--- src/rtl/card_sup_pkg.sv ---
package card_sup_pkg;
  // power sequencing states of the card supply
  typedef enum logic [1:0] {
    PWR_OFF,
    PWR_START,
    PWR_ON,
    PWR_DOWN
  } pwr_state_t;

  // status byte field positions
  localparam int unsigned ST_IDENT0 = 0;
  localparam int unsigned ST_IDENT1 = 1;
  localparam int unsigned ST_UNDERV = 2;
  localparam int unsigned ST_OVERLD = 3;
  localparam int unsigned ST_CARD = 4;
  localparam int unsigned ST_WIDTH = 8;

  // timing of the supply sequence
  localparam int unsigned CLK_MHZ = 125;
  localparam int unsigned STARTUP_US = 1;
  localparam int unsigned STARTUP_CYC = STARTUP_US * CLK_MHZ;
  localparam int unsigned DOWN_STEP_NS = 80;
  localparam int unsigned DOWN_STEP_CYC = (DOWN_STEP_NS * CLK_MHZ + 999) / 1000;
  localparam int unsigned CNT_W = 16;

  localparam logic [7:0] STATUS_RST = 8'h00;
endpackage

--- src/rtl/aux_line.sv ---
`timescale 1ns/1ps
// one open-drain auxiliary line with synchronised readback
module aux_line (
  // clock and reset
  input wire logic clk,
  input wire logic arst_n,
  // control
  input wire logic sync_mode,
  input wire logic enable,
  input wire logic drive_level,
  // pin
  input wire logic pin_in,
  output logic pin_oe,
  // readback
  output logic level
);
  logic meta_reg;
  logic sync_reg;
  logic forced_reg;

  // two-flop synchroniser, pin comes from the card domain
  always_ff @(posedge clk or negedge arst_n) begin
    if (!arst_n) begin
      meta_reg <= 1'b1;
      sync_reg <= 1'b1;
    end else begin
      meta_reg <= pin_in;
      sync_reg <= meta_reg;
    end
  end

  // remember the level forced during a card write
  always_ff @(posedge clk or negedge arst_n) begin
    if (!arst_n) begin
      forced_reg <= 1'b1;
    end else if (enable && sync_mode) begin
      forced_reg <= drive_level;
    end
  end

  // only pull low; high comes from the external pullup on the supply
  assign pin_oe = enable && sync_mode && !drive_level;

  // open pin reads one through the pullup, grounded reads zero
  always_ff @(posedge clk or negedge arst_n) begin
    if (!arst_n) begin
      level <= 1'b1;
    end else begin
      level <= sync_mode ? forced_reg : sync_reg;
    end
  end
endmodule

--- src/rtl/card_supply_supervisor.sv ---
`timescale 1ns/1ps
// Summary of operation
// - supply undervoltage sets the undervoltage status flag while the supply is on (PWR_ON).
// - undervoltage causes no other action; converter keeps running unchanged.
// - overload stops converter, runs power-down sequence, sets overload fault flag.
// - first auxiliary line level returns in status bit 0.
// - second auxiliary line level returns in status bit 1.
// - auxiliary lines only pulled low; high comes from supply pullup.
// - asynchronous input reads zero when grounded, one when high or open.
// - synchronous mode reads back the level last forced by the device.
// - card clock output comes from the clock selector output.
// - card clock held low during supply startup and while supply off.
// - host picks fast or slow clock slope; device applies it.
// - chip select high blocks supply start, card clock, io, aux lines, fault clear and slope select; supply disable still acts, status keeps updating.
module card_supply_supervisor
  import card_sup_pkg::*;
#(
  parameter int unsigned STARTUP_CYCLES = STARTUP_CYC,
  parameter int unsigned DOWN_CYCLES = DOWN_STEP_CYC
) (
  // clock and reset
  input wire logic clk,
  input wire logic arst_n,
  // host control
  input wire logic cs_n,
  input wire logic supply_enable,
  input wire logic sync_mode,
  input wire logic clk_slope_fast_sel,
  input wire logic fault_clear,
  input wire logic ident0_drive,
  input wire logic ident1_drive,
  // analog monitors (asynchronous)
  input wire logic supply_undervoltage_in,
  input wire logic supply_overload_in,
  input wire logic supply_good_in,
  input wire logic card_present,
  // clock selector
  input wire logic clk_sel_out,
  // card side
  output logic converter_on,
  output logic card_reset_out,
  output logic card_serial_hold_low,
  output logic card_clock_out,
  output logic card_clock_fast_slope,
  input wire logic aux_line_ident0_in,
  output logic aux_line_ident0_oe,
  input wire logic aux_line_ident1_in,
  output logic aux_line_ident1_oe,
  // status
  output logic supply_undervoltage_flag,
  output logic overload_fault,
  output logic [card_sup_pkg::ST_WIDTH-1:0] status_byte
);
  import card_sup_pkg::*;

  pwr_state_t state_reg;
  logic [CNT_W-1:0] cnt_reg;
  logic [1:0] uv_sync_reg;
  logic [1:0] ol_sync_reg;
  logic [1:0] pg_sync_reg;
  logic [1:0] cs_sync_reg;
  logic [1:0] cd_sync_reg;
  logic active;
  logic id0_level;
  logic id1_level;
  logic clk_gate;

  // chip select low enables everything; pin is synchronised first
  assign active = !cs_sync_reg[1];

  // two-flop synchronisers for all asynchronous monitors
  always_ff @(posedge clk or negedge arst_n) begin
    if (!arst_n) begin
      uv_sync_reg <= 2'h0;
      ol_sync_reg <= 2'h0;
      pg_sync_reg <= 2'h0;
      cs_sync_reg <= 2'h3;
      cd_sync_reg <= 2'h0;
    end else begin
      uv_sync_reg <= {uv_sync_reg[0], supply_undervoltage_in};
      ol_sync_reg <= {ol_sync_reg[0], supply_overload_in};
      pg_sync_reg <= {pg_sync_reg[0], supply_good_in};
      cs_sync_reg <= {cs_sync_reg[0], cs_n};
      cd_sync_reg <= {cd_sync_reg[0], card_present};
    end
  end

  // supply sequencing; undervoltage is deliberately not an input here
  always_ff @(posedge clk or negedge arst_n) begin
    if (!arst_n) begin
      state_reg <= PWR_OFF;
      cnt_reg <= '0;
    end else begin
      unique case (state_reg)
        PWR_OFF: begin
          cnt_reg <= '0;
          if (active && supply_enable && !overload_fault) begin
            state_reg <= PWR_START;
          end
        end
        PWR_START: begin
          if (ol_sync_reg[1]) begin
            state_reg <= PWR_DOWN;
            cnt_reg <= '0;
          end else if (!supply_enable) begin
            state_reg <= PWR_DOWN;
            cnt_reg <= '0;
          end else if (cnt_reg >= CNT_W'(STARTUP_CYCLES - 1) && pg_sync_reg[1]) begin
            state_reg <= PWR_ON;
            cnt_reg <= '0;
          end else if (cnt_reg < CNT_W'(STARTUP_CYCLES - 1)) begin
            cnt_reg <= cnt_reg + 1'b1;
          end
        end
        PWR_ON: begin
          // a supply drop is only reported, never acted on
          if (ol_sync_reg[1] || !supply_enable) begin
            state_reg <= PWR_DOWN;
            cnt_reg <= '0;
          end
        end
        PWR_DOWN: begin
          // clock and io go low one cycle after entry; converter off after 3 * DOWN_CYCLES - 1 counts
          if (cnt_reg >= CNT_W'(3 * DOWN_CYCLES - 1)) begin
            state_reg <= PWR_OFF;
            cnt_reg <= '0;
          end else begin
            cnt_reg <= cnt_reg + 1'b1;
          end
        end
      endcase
    end
  end

  // overload fault is sticky; set wins over a host clear
  always_ff @(posedge clk or negedge arst_n) begin
    if (!arst_n) begin
      overload_fault <= 1'b0;
    end else if (ol_sync_reg[1] && state_reg != PWR_OFF) begin
      overload_fault <= 1'b1;
    end else if (fault_clear && active) begin
      overload_fault <= 1'b0;
    end
  end

  // undervoltage flag follows the monitor while the supply is up
  always_ff @(posedge clk or negedge arst_n) begin
    if (!arst_n) begin
      supply_undervoltage_flag <= 1'b0;
    end else begin
      supply_undervoltage_flag <= uv_sync_reg[1] && state_reg == PWR_ON;
    end
  end

  // power-down order: reset always low, clock and io drop one cycle after entry to PWR_DOWN, converter last
  always_ff @(posedge clk or negedge arst_n) begin
    if (!arst_n) begin
      converter_on <= 1'b0;
      card_reset_out <= 1'b0;
      card_serial_hold_low <= 1'b1;
      clk_gate <= 1'b0;
    end else begin
      converter_on <= state_reg == PWR_START || state_reg == PWR_ON ||
        (state_reg == PWR_DOWN && cnt_reg < CNT_W'(3 * DOWN_CYCLES - 1));
      card_reset_out <= 1'b0;
      card_serial_hold_low <= !(state_reg == PWR_ON && active) ||
        (state_reg == PWR_DOWN && cnt_reg >= CNT_W'(2 * DOWN_CYCLES));
      clk_gate <= state_reg == PWR_ON && active;
    end
  end

  // clock from the selector, forced low unless supply is up and chip select is low
  assign card_clock_out = clk_sel_out && clk_gate;

  // slope setting latched while selected, kept otherwise
  always_ff @(posedge clk or negedge arst_n) begin
    if (!arst_n) begin
      card_clock_fast_slope <= 1'b0;
    end else if (active) begin
      card_clock_fast_slope <= clk_slope_fast_sel;
    end
  end

  aux_line u_ident0 (
    .clk(clk),
    .arst_n(arst_n),
    .sync_mode(sync_mode),
    .enable(active && state_reg == PWR_ON),
    .drive_level(ident0_drive),
    .pin_in(aux_line_ident0_in),
    .pin_oe(aux_line_ident0_oe),
    .level(id0_level)
  );

  aux_line u_ident1 (
    .clk(clk),
    .arst_n(arst_n),
    .sync_mode(sync_mode),
    .enable(active && state_reg == PWR_ON),
    .drive_level(ident1_drive),
    .pin_in(aux_line_ident1_in),
    .pin_oe(aux_line_ident1_oe),
    .level(id1_level)
  );

  // status byte; upper bits are zero and carry no meaning for the host
  always_ff @(posedge clk or negedge arst_n) begin
    if (!arst_n) begin
      status_byte <= STATUS_RST;
    end else begin
      status_byte <= STATUS_RST;
      status_byte[ST_IDENT0] <= id0_level;
      status_byte[ST_IDENT1] <= id1_level;
      status_byte[ST_UNDERV] <= supply_undervoltage_flag;
      status_byte[ST_OVERLD] <= overload_fault;
      status_byte[ST_CARD] <= cd_sync_reg[1];
    end
  end
endmodule

--- config.mk ---
export PLATFORM = sky130hd
export DESIGN_NAME = card_supply_supervisor
export DESIGN_NICKNAME = d
export VERILOG_FILES = /design/src/rtl/card_sup_pkg.sv /design/src/rtl/aux_line.sv /design/src/rtl/card_supply_supervisor.sv
export SDC_FILE = /design/constraint.sdc
export NUM_CORES = 1
export LEC_CHECK = 0
export BUFFER_PORTS_ARGS = -buffer_cell sky130_fd_sc_hd__buf_2
export CAP_MARGIN = 20
export CORE_ASPECT_RATIO = 0.7
export CORE_MARGIN = 2
export CORE_UTILIZATION = 26
export DETAILED_ROUTE_END_ITERATION = 16
export GPL_TIMING_DRIVEN = 0
export HOLD_SLACK_MARGIN = 0.03
export PLACE_DENSITY_LB_ADDON = 0.25
export SETUP_SLACK_MARGIN = 0.1
export SYNTH_ARGS = -nofsm -noshare
export SYNTH_HDL_FRONTEND = slang
export SYNTH_SLANG_ARGS = --single-unit
--- constraint.sdc ---
create_clock -name clk -period 2.2 [get_ports clk]
set_input_delay 0.22 -clock clk [delete_from_list [all_inputs] [get_ports clk]]
set_output_delay 0.22 -clock clk [all_outputs]
set_load 0.02 [all_outputs]
# --- Word-level counts from Yosys, hierarchy flattened ---
# Index checks and enable logic that the tools add are counted.
op_classes:
  n_mux: 18
  add_sub_neg: 1
  reduce_logical: 28
  order_cmp: 5
  n_eq_ne: 8
ops:
  columns: ["operator", "count"]
  rows:
  - ["16-bit 2-to-1 mux", 6]
  - ["16-bit case mux with 4 select lines", 1]
  - ["16-bit by 5-bit greater-or-equal comparator with 1-bit output (second input constant)", 2]
  - ["16-bit by 1-bit adder with 16-bit output (second input constant)", 1]
  - ["16-bit by 7-bit greater-or-equal comparator with 1-bit output (second input constant)", 1]
  - ["16-bit by 5-bit < comparator with 1-bit output (second input constant)", 1]
  - ["16-bit by 7-bit < comparator with 1-bit output (second input constant)", 1]
  - ["1-bit logical AND", 13]
  - ["2-bit 2-to-1 mux", 6]
  - ["2-bit case mux with 4 select lines", 1]
  - ["1-bit logical NOT", 6]
  - ["2-bit inequality test (second input constant)", 3]
  - ["5-bit inequality test (second input constant)", 1]
  - ["2-bit equality test (second input constant)", 2]
  - ["1-bit logical OR", 4]
  - ["1-bit 2-to-1 mux", 4]
  - ["4-bit inequality test (second input constant)", 1]
  - ["4-bit AND reduction", 1]
  - ["2-bit nonzero test", 2]
  - ["2-bit by 1-bit equality test with 1-bit output (second input constant)", 1]
  - ["2-bit logical NOT", 1]
  - ["2-bit AND reduction", 1]
totals:
  reg_bits: 47
  in_bits: 16
  elab_cells: 82

# --- Logic depth before layout (Yosys ltp) ---
# Gate-level depths: netlist (run 1).
logic_depth:
  depth_word: 6
  ltp_mapped: 8

# --- Modules after synthesis ---
# Synthesis (run 1) repeated with hierarchy kept, for this count alone.
unflattened:
  cells_unflattened: 172
  area_unflattened_um2: 2014.4
by_module_without_submodules:
  columns: ["module", "area_per_inst_um2", "cells_per_inst", "n_inst", "seq_area_each_um2"]
  rows:
  - ["card_supply_supervisor", 1731.7, 156, 1, 979.7]
  - ["aux_line", 141.4, 8, 2, 105.1]

# --- Least setup slack after synthesis (run 1) ---
# No wires, ideal clock.
synth_path:
  kind: "register to register"
  from: "register cnt_reg[13]"
  to: "register state_reg[1]"
  setup_time_ns: 0.125
  arrival_time_ns: 1.614
  stages_incl_launch_ff: 6
  required_ns: 2.075
  slack_ns: 0.461
  path_cell_list: "dfrtp_1 > nor4_2 > a21oi_1 > nor3_4 > or3_4 > mux2_4"
synth_via:
  elab_chain_cells: 4
synth_lines:
  columns: ["item", "line", "source"]
  rows:
  - ["start: declaration", "card_supply_supervisor.sv:57", "logic [CNT_W-1:0] cnt_reg;"]
  - ["start signal: assignment", "card_supply_supervisor.sv:112", "cnt_reg <= cnt_reg + 1'b1;"]
  - ["start signal: assignment", "card_supply_supervisor.sv:128", "cnt_reg <= cnt_reg + 1'b1;"]
  - ["16-bit by 7-bit greater-or-equal comparator with 1-bit output", "card_supply_supervisor.sv:108", "end else if (cnt_reg >= CNT_W'(STARTUP_CYCLES - 1) && pg_sync_reg[1]) begin"]
  - ["1-bit logical AND", "card_supply_supervisor.sv:108", null]
  - ["4-bit inequality test (no source line)", null, null]
  - ["4-bit AND reduction (no source line) (*)", null, null]
  - ["end signal: assignment", "card_supply_supervisor.sv:106", "state_reg <= PWR_DOWN;"]
  - ["end signal: assignment", "card_supply_supervisor.sv:109", "state_reg <= PWR_ON;"]
  - ["end signal: assignment", "card_supply_supervisor.sv:118", "state_reg <= PWR_DOWN;"]
  - ["end: declaration", "card_supply_supervisor.sv:56", "pwr_state_t state_reg;"]
# Mark *: on every way between the ends. The rest lies on a longest branch, timed or not.
# A chain may end at the register's enable or synchronous reset.

# --- Final worst setup path (run 1) ---
layout_path:
  from: "register state_reg[0]"
  to: "register state_reg[1]"
layout_via:
  elab_chain_cells: 3
layout_lines:
  columns: ["item", "line", "source"]
  rows:
  - ["start signal: assignment", "card_supply_supervisor.sv:91", "state_reg <= PWR_OFF;"]
  - ["start signal: assignment", "card_supply_supervisor.sv:98", "state_reg <= PWR_START;"]
  - ["start signal: assignment", "card_supply_supervisor.sv:103", "state_reg <= PWR_DOWN;"]
  - ["2-bit by 1-bit equality test with 1-bit output, or another cell as far along", "card_supply_supervisor.sv:94", "unique case (state_reg)"]
  - ["4-bit inequality test (no source line) / 2-bit inequality test (equally long branches)", null, null]
  - ["4-bit AND reduction (no source line)", null, null]
# Parallel ways exist; a longest one is shown, timed or not.

==> impl_metrics.tcl, run 1 <==
set metrics [dict create \
    fillers 753 \
    synth_top_area_frac 0.453 \
    post-route-period-util 0.933 \
    rsz0062_at_grt "true" \
    criticalPathCategory "reg2reg" \
    wl_met1_mm 2.13 \
    crit_end "state_reg[1]$_DFFE_PN0P_" \
    hold_class "in2reg" \
    cp_data_required_time_ns 2.38 \
    rrSetupSlack_ns 0.15 \
    wl_mm 3.84 \
    p_total_mw 2.41 \
    largest_reg_flops 16 \
    clock_latency_ns 0.29 \
    crit_path_start_kind "flip-flop" \
    slew_violations 0 \
    ys_top_cells_by_count "36 x dfrtp_1, 17 x nor2_1, 12 x inv_1, 12 x nand2_1, 11 x dfstp_2" \
    status "completed" \
    clock-sinks 47 \
    multi_input_area_um2 737 \
    detail_route.first_pass.iterations 4 \
    yosys-top-cells-area "dfrtp_1 45%, dfstp_2 15%, ha_1 4.4%" \
    remaining_drc_errors 0 \
    io_buffer_count 28 \
    p_per_area_nw_per_um2 962 \
    ff2ff_path_depth 6 \
    cap_violations 0 \
    final_area_um2 2500 \
    setup.worst_path.end_class "flip-flop" \
    synthToLayoutAreaGrowth_pct 26.0 \
    gp_congestion 0.854 \
    htree_levels 2 \
    cp_max_fo 10 \
    reg2reg_from "state_reg[0]$_DFFE_PN0P_" \
    whs_ns 0.154 \
    grt_pass1_vias 1340 \
    top_layer_used "met4" \
    finalHoldViolCount 0 \
    power_leakage_nw 1.12 \
    dpl.cell_count 301 \
    rows 26 \
    start_util 0.270 \
    report.final.setup_viol 0 \
    worstReg2RegEnd "state_reg[1]$_DFFE_PN0P_" \
    numCtsBuffers 5 \
    insertedDiodeCount 0 \
    wl_met2_mm 1.56 \
    cts_root_buffer "clkbuf_8" \
    nets 244 \
    postSynthCellCount 172 \
    finalSetupTns_ns 0 \
    grt_start_max_net_pins 48 \
    yosys.area.top_type "dfrtp_1" \
    hpwl_mm 2.75 \
    place_area_um2 2260 \
    cts_buffer_depth 2 \
    fmax_mhz 487 \
    cts_tree "yes" \
    synth_area_um2 1990 \
    vias_per_cell 4.23 \
    coreArea_um2 7350 \
    synth-edff-count 0 \
    skew_ns 0.00531 \
    dieWidth_um 109 \
    ys_seq_area_frac 0.598 \
    num_vias 1352 \
    seq_area_um2 1190 \
    detailroute.wirelength.met3_um 128 \
    yosysWarnings 0 \
    synth.distinct_cells 42 \
    yosysMostFrequentCell "dfrtp_1" \
    vdd_drop_max_mv 0.391 \
    grt.total_usage 0.0998 \
    synth-seq-cells 47 \
    grt_pass1_wl_mm 6.56 \
    drt_iter0_drc 47 \
    wire_per_inst_um 12.0 \
    boundaryPins 33 \
    path_clk_slew_ns 0.09 \
    drive_gt1_frac 0.324 \
    gr-total-overflow 0 \
    final_cells 320 \
    die-area_um2 8370 \
    antenna_found_initial 0 \
    period_needed_ns 2.05 \
    ant_nets 0 \
    die_h_um 77.2 \
    ys.flop_type "dfrtp_1" \
    avgSynthCellArea_um2 11.6 \
    synth-async-reset-ratio 1.00 \
    startpoint "state_reg[0]$_DFFE_PN0P_" \
    cp.arrival_ns 2.24 \
]
[worst max-delay path: stages (launching register included)]
cell and delay [ns]:
dfrtp_1 0.44, ha_1 0.19, nor3b_1 0.25, nand4_1 0.27
nor2_4 0.31, or3_4 0.19, mux2_4 0.28
[layer usage]
metal / up-vias / GRT usage
li1: 687 / -
met1: 641 / 0.153
met2: 22 / 0.138
met3: 2 / 0.0255
met4: 0 / 0.0269
met5: - / 0
[repair_timing]
item | CTS | global route
buffers inserted | 0 | 2
gates resized for setup | 1 | 3
pin swaps | 0 | 2
hold endpoints to repair | 7 | 36
hold buffers | 7 | 1
endpoints found under the setup margin | 1 | 9
cloned | 0 | 0
[cells by family (layout without fill, tap and decap cells)]
logic type / Yosys count / after routing / share of synthesized area
AOI/OAI and AO/OA: 31 / 31 / 0.106
adders and majority gates: 7 / 7 / 0.0441
buffers and inverters: 18 / 65 / 0.0428
DFF: 47 / 47 / 0.598
muxes: 6 / 6 / 0.0359
other: 1 / 4 / 0.00189
and+or+nand+nor: 62 / 62 / 0.171
[power breakdown]
group          internal, mW  total [mW]  switching, mW
Combinational         0.287       0.660          0.373
Sequential             1.02        1.11         0.0888
Clock                 0.342       0.637          0.294
[final cells by class]
type / instances / area share
Sequential cell: 47 / 0.475
Multi-Input combinational cell: 110 / 0.294
Timing Repair Buffer: 39 / 0.102
Tap cell: 98 / 0.0490
Clock buffer: 5 / 0.0275
Clock inverter: 3 / 0.0185
Inverter: 12 / 0.0180
Buffer: 6 / 0.0160
[how the worst min path moves through the flow]
| stage | depth (start not counted) | from | endpoint | slack, ns |
|---|---|---|---|---|
| 4_1_cts | 1 | arst_n | status_byte[3]$_DFF_PN0_ | 0.14 |
| 2_1_floorplan | 0 | arst_n | card_clock_fast_slope$_DFFE_PN0N_ | -0.08 |
| 5_1_grt | 2 | clk_slope_fast_sel | card_clock_fast_slope$_DFFE_PN0N_ | 0.15 |
| 3_5_place_dp | 1 | cs_n | cs_sync_reg[0]$_DFF_PN1_ | 0.33 |
| 3_3_place_gp | 1 | aux_line_ident0_in | u_ident0.meta_reg$_DFF_PN1_ | 0.33 |
| 6_report | 2 | clk_slope_fast_sel | card_clock_fast_slope$_DFFE_PN0N_ | 0.15 |
[cell usage in the layout, fill, tap and decap left out, drive strengths merged, types with 2 or more instances in the layout]
master / n
nand3: 8
buf: 36
dfstp: 11
a21oi: 4
clkbuf: 6
nand2: 12
and2: 8
o21a: 2
o21ai: 8
a31oi: 2
conb: 4
nor2: 18
o22ai: 3
o211ai: 4
ha: 7
inv: 13
dfrtp: 36
a211oi: 2
nor3: 5
dlygate4sd3: 8
nand3b: 2
nand4: 2
mux2: 6
[stage by stage]
stage / util / setup slack [ns]
floorplan: - / 0.461
CTS: 0.334 / 0.140
global placement: 0.308 / 0.0682
detailed placement: 0.308 / 0.0708
finish: 0.341 / 0.147
global route: 0.341 / 0.0256
Note: power is estimated with default switching activity, not from simulation.
==> run 2: changes to the inputs <==
==> constraint.sdc (replaced) <==
create_clock -name clk -period 1.6 [get_ports clk]
set_input_delay 0.16 -clock clk [delete_from_list [all_inputs] [get_ports clk]]
set_output_delay 0.16 -clock clk [all_outputs]
set_load 0.02 [all_outputs]
==> run 2 against run 1 <==
The flow now finishes with violations (setup timing). Clock power increased by 60%. Design area increased by 19%. Critical path depth unchanged. Cell count increased by 8.4%. Sequential power increased by 41%. Core utilization increased by 6.6 points. Count of clock-buffer cells in the layout increased by 1. Power increased by 69%. Global-route usage increased by 1.3 points. Die area unchanged. Largest power group unchanged. Highest routed layer unchanged.
==> impl_metrics.tcl, run 2 (synthesized netlist as in run 1, its figures left out) <==
set metrics [dict create \
    swShare 0.309 \
    grt_pass1_vias 1523 \
    global_route.usage.met3 0.0306 \
    cts_root_buffer "clkbuf_8" \
    path_clk_slew_ns 0.09 \
    insertedDiodeCount 0 \
    crit_path_start_kind "flip-flop" \
    fin_util 0.406 \
    vdd_drop_max_mv 0.629 \
    boundaryPins 33 \
    post-route-period-util 1.17 \
    wire_per_inst_um 13.1 \
    numCtsBuffers 5 \
    gp_congestion 0.789 \
    remaining_drc_errors 0 \
    criticalPathCategory "reg2reg" \
    crit_chain "ha_4, nor3b_4, nand4_1, nor2_4, or3_4, mux2_4" \
    num_vias 1510 \
    violations "setup timing" \
    cp_max_fo 5 \
    cp_data_required_time_ns 1.78 \
    start_util 0.270 \
    drive_gt1_frac 0.538 \
    cp.arrival_ns 2.05 \
    cts_buffer_depth 2 \
    mostFrequentLayoutCell "dfrtp_1" \
    p_per_area_nw_per_um2 1360 \
    layout_common_cells "32 x dfrtp_1, 27 x buf_4, 26 x buf_2" \
    fmax_mhz 535 \
    clock-sinks 47 \
    hold_class "in2reg" \
    setup.worst_path.end_class "flip-flop" \
    report.final.setup_viol 21 \
    critical-path-max-stage-delay_ns 0.48 \
    detail_route.first_pass.iterations 4 \
    power_leakage_nw 1.32 \
    rows 26 \
    power.switching_mw 1.26 \
    ant_nets 0 \
    dieWidth_um 109 \
    clock_latency_ns 0.29 \
    period_needed_ns 1.87 \
    met2_usage 0.161 \
    io_buffer_count 28 \
    critical_path_buf_inv_count 0 \
    cpMaxStageDelayCell "dfrtp_2" \
    finalHoldViolCount 0 \
    coreArea_um2 7350 \
    grt_start_max_net_pins 48 \
    fillers 705 \
    setup_ws_ns -0.269 \
    die_h_um 77.2 \
    nets 271 \
    multi_input_area_um2 952 \
    wl_mm 4.56 \
    gr-total-overflow 0 \
    cap_violations 0 \
    internal_power_mw 2.81 \
    cts_tree "yes" \
    vias_per_cell 4.35 \
    status "complete, but fails checks" \
    drt_iter0_drc 87 \
    pwr-share-seq 0.383 \
    largest_reg_flops 16 \
    grt_pass1_wl_mm 7.45 \
    grt.total_usage 0.113 \
    met1_usage 0.167 \
    hpwl_mm 2.69 \
    crit_family "simple AND/OR/NAND/NOR gates" \
    clkPwrFrac 0.250 \
    antenna_found_initial 0 \
    die-area_um2 8370 \
    whs_ns 0.0993 \
    comb_power_share 0.367 \
    skew_ns 0.00988 \
    slew_violations 0 \
    busiest_layer "met1" \
    htree_levels 2 \
    synthToLayoutAreaGrowth_pct 50.2 \
    rsz0062_at_grt "true" \
    seq_area_um2 1190 \
]
-- run 2: worst paths after layout --
path	start	depth (start not counted)	endpoint	slack [ns]
setup / recovery	state_reg[1]$_DFFE_PN0P_	6	state_reg[1]$_DFFE_PN0P_	-0.27
hold / removal	clk_slope_fast_sel	2	card_clock_fast_slope$_DFFE_PN0N_	0.1
setup reg to reg	state_reg[1]$_DFFE_PN0P_	6	state_reg[1]$_DFFE_PN0P_	-0.27
hold reg to reg	cd_sync_reg[1]$_DFF_PN0_	0	status_byte[4]$_DFF_PN0_	0.35
max in group asynchronous	arst_n	3	cs_sync_reg[1]$_DFF_PN1_	0.78
min in group asynchronous	arst_n	2	cnt_reg[4]$_DFFE_PN0P_	0.28
-- run 2: cell type report --
class                           count  area share
Inverter                           12      0.0151
Clock inverter                      2      0.0201
Buffer                              6      0.0155
Tap cell                           98      0.0411
Sequential cell                    47       0.400
Timing Repair Buffer               66       0.165
Clock buffer                        6      0.0243
Multi-Input combinational cell    110       0.319
-- run 2: per-layer routing --
metal  up-vias  share of wire
li1        739              -
met1       727           0.50
met2        42           0.44
met3         2          0.058
met4         0         0.0059
met5         -              0
-- run 2: power groups by stage --
stage / combinational, mW / clock, mW / sequential [mW]
finish: 1.49 / 1.02 / 1.56
global route: 1.62 / 1.12 / 1.59
CTS: 1.18 / 1.05 / 1.55
detailed placement: 0.891 / 0 / 1.55
global placement: 0.888 / 0 / 1.55
floorplan: 0.551 / 0 / 1.61
-- run 2: per-stage QoR --
step	power, mW	cell area [um^2]	setup slack [ns]	setup TNS, ns	cells
after floorplan	2.16	2010	-0.0935	-0.553	175
after global placement	2.44	2280	-0.409	-5.81	301
after detailed placement	2.44	2280	-0.385	-5.57	301
after CTS	3.78	2770	-0.214	-1.54	337
after global routing	4.32	2990	-0.327	-5.40	347
final	4.07	2990	-0.269	-3.08	347
-- run 2: worst reg2reg max path, cell delays in order (launching register included) --
cell and delay (ns):
dfrtp_2 0.48, ha_4 0.19, nor3b_4 0.14, nand4_1 0.18, nor2_4 0.08, or3_4 0.39, mux2_4 0.30
-- run 2: timing repair --
action,4_1_cts,5_1_grt
gates cloned,1,0
pin swaps,15,14
hold buffers,7,1
endpoints found under the setup margin,23,22
resized for setup,38,28
endpoints found under the hold margin,7,10
setup buffers,20,8
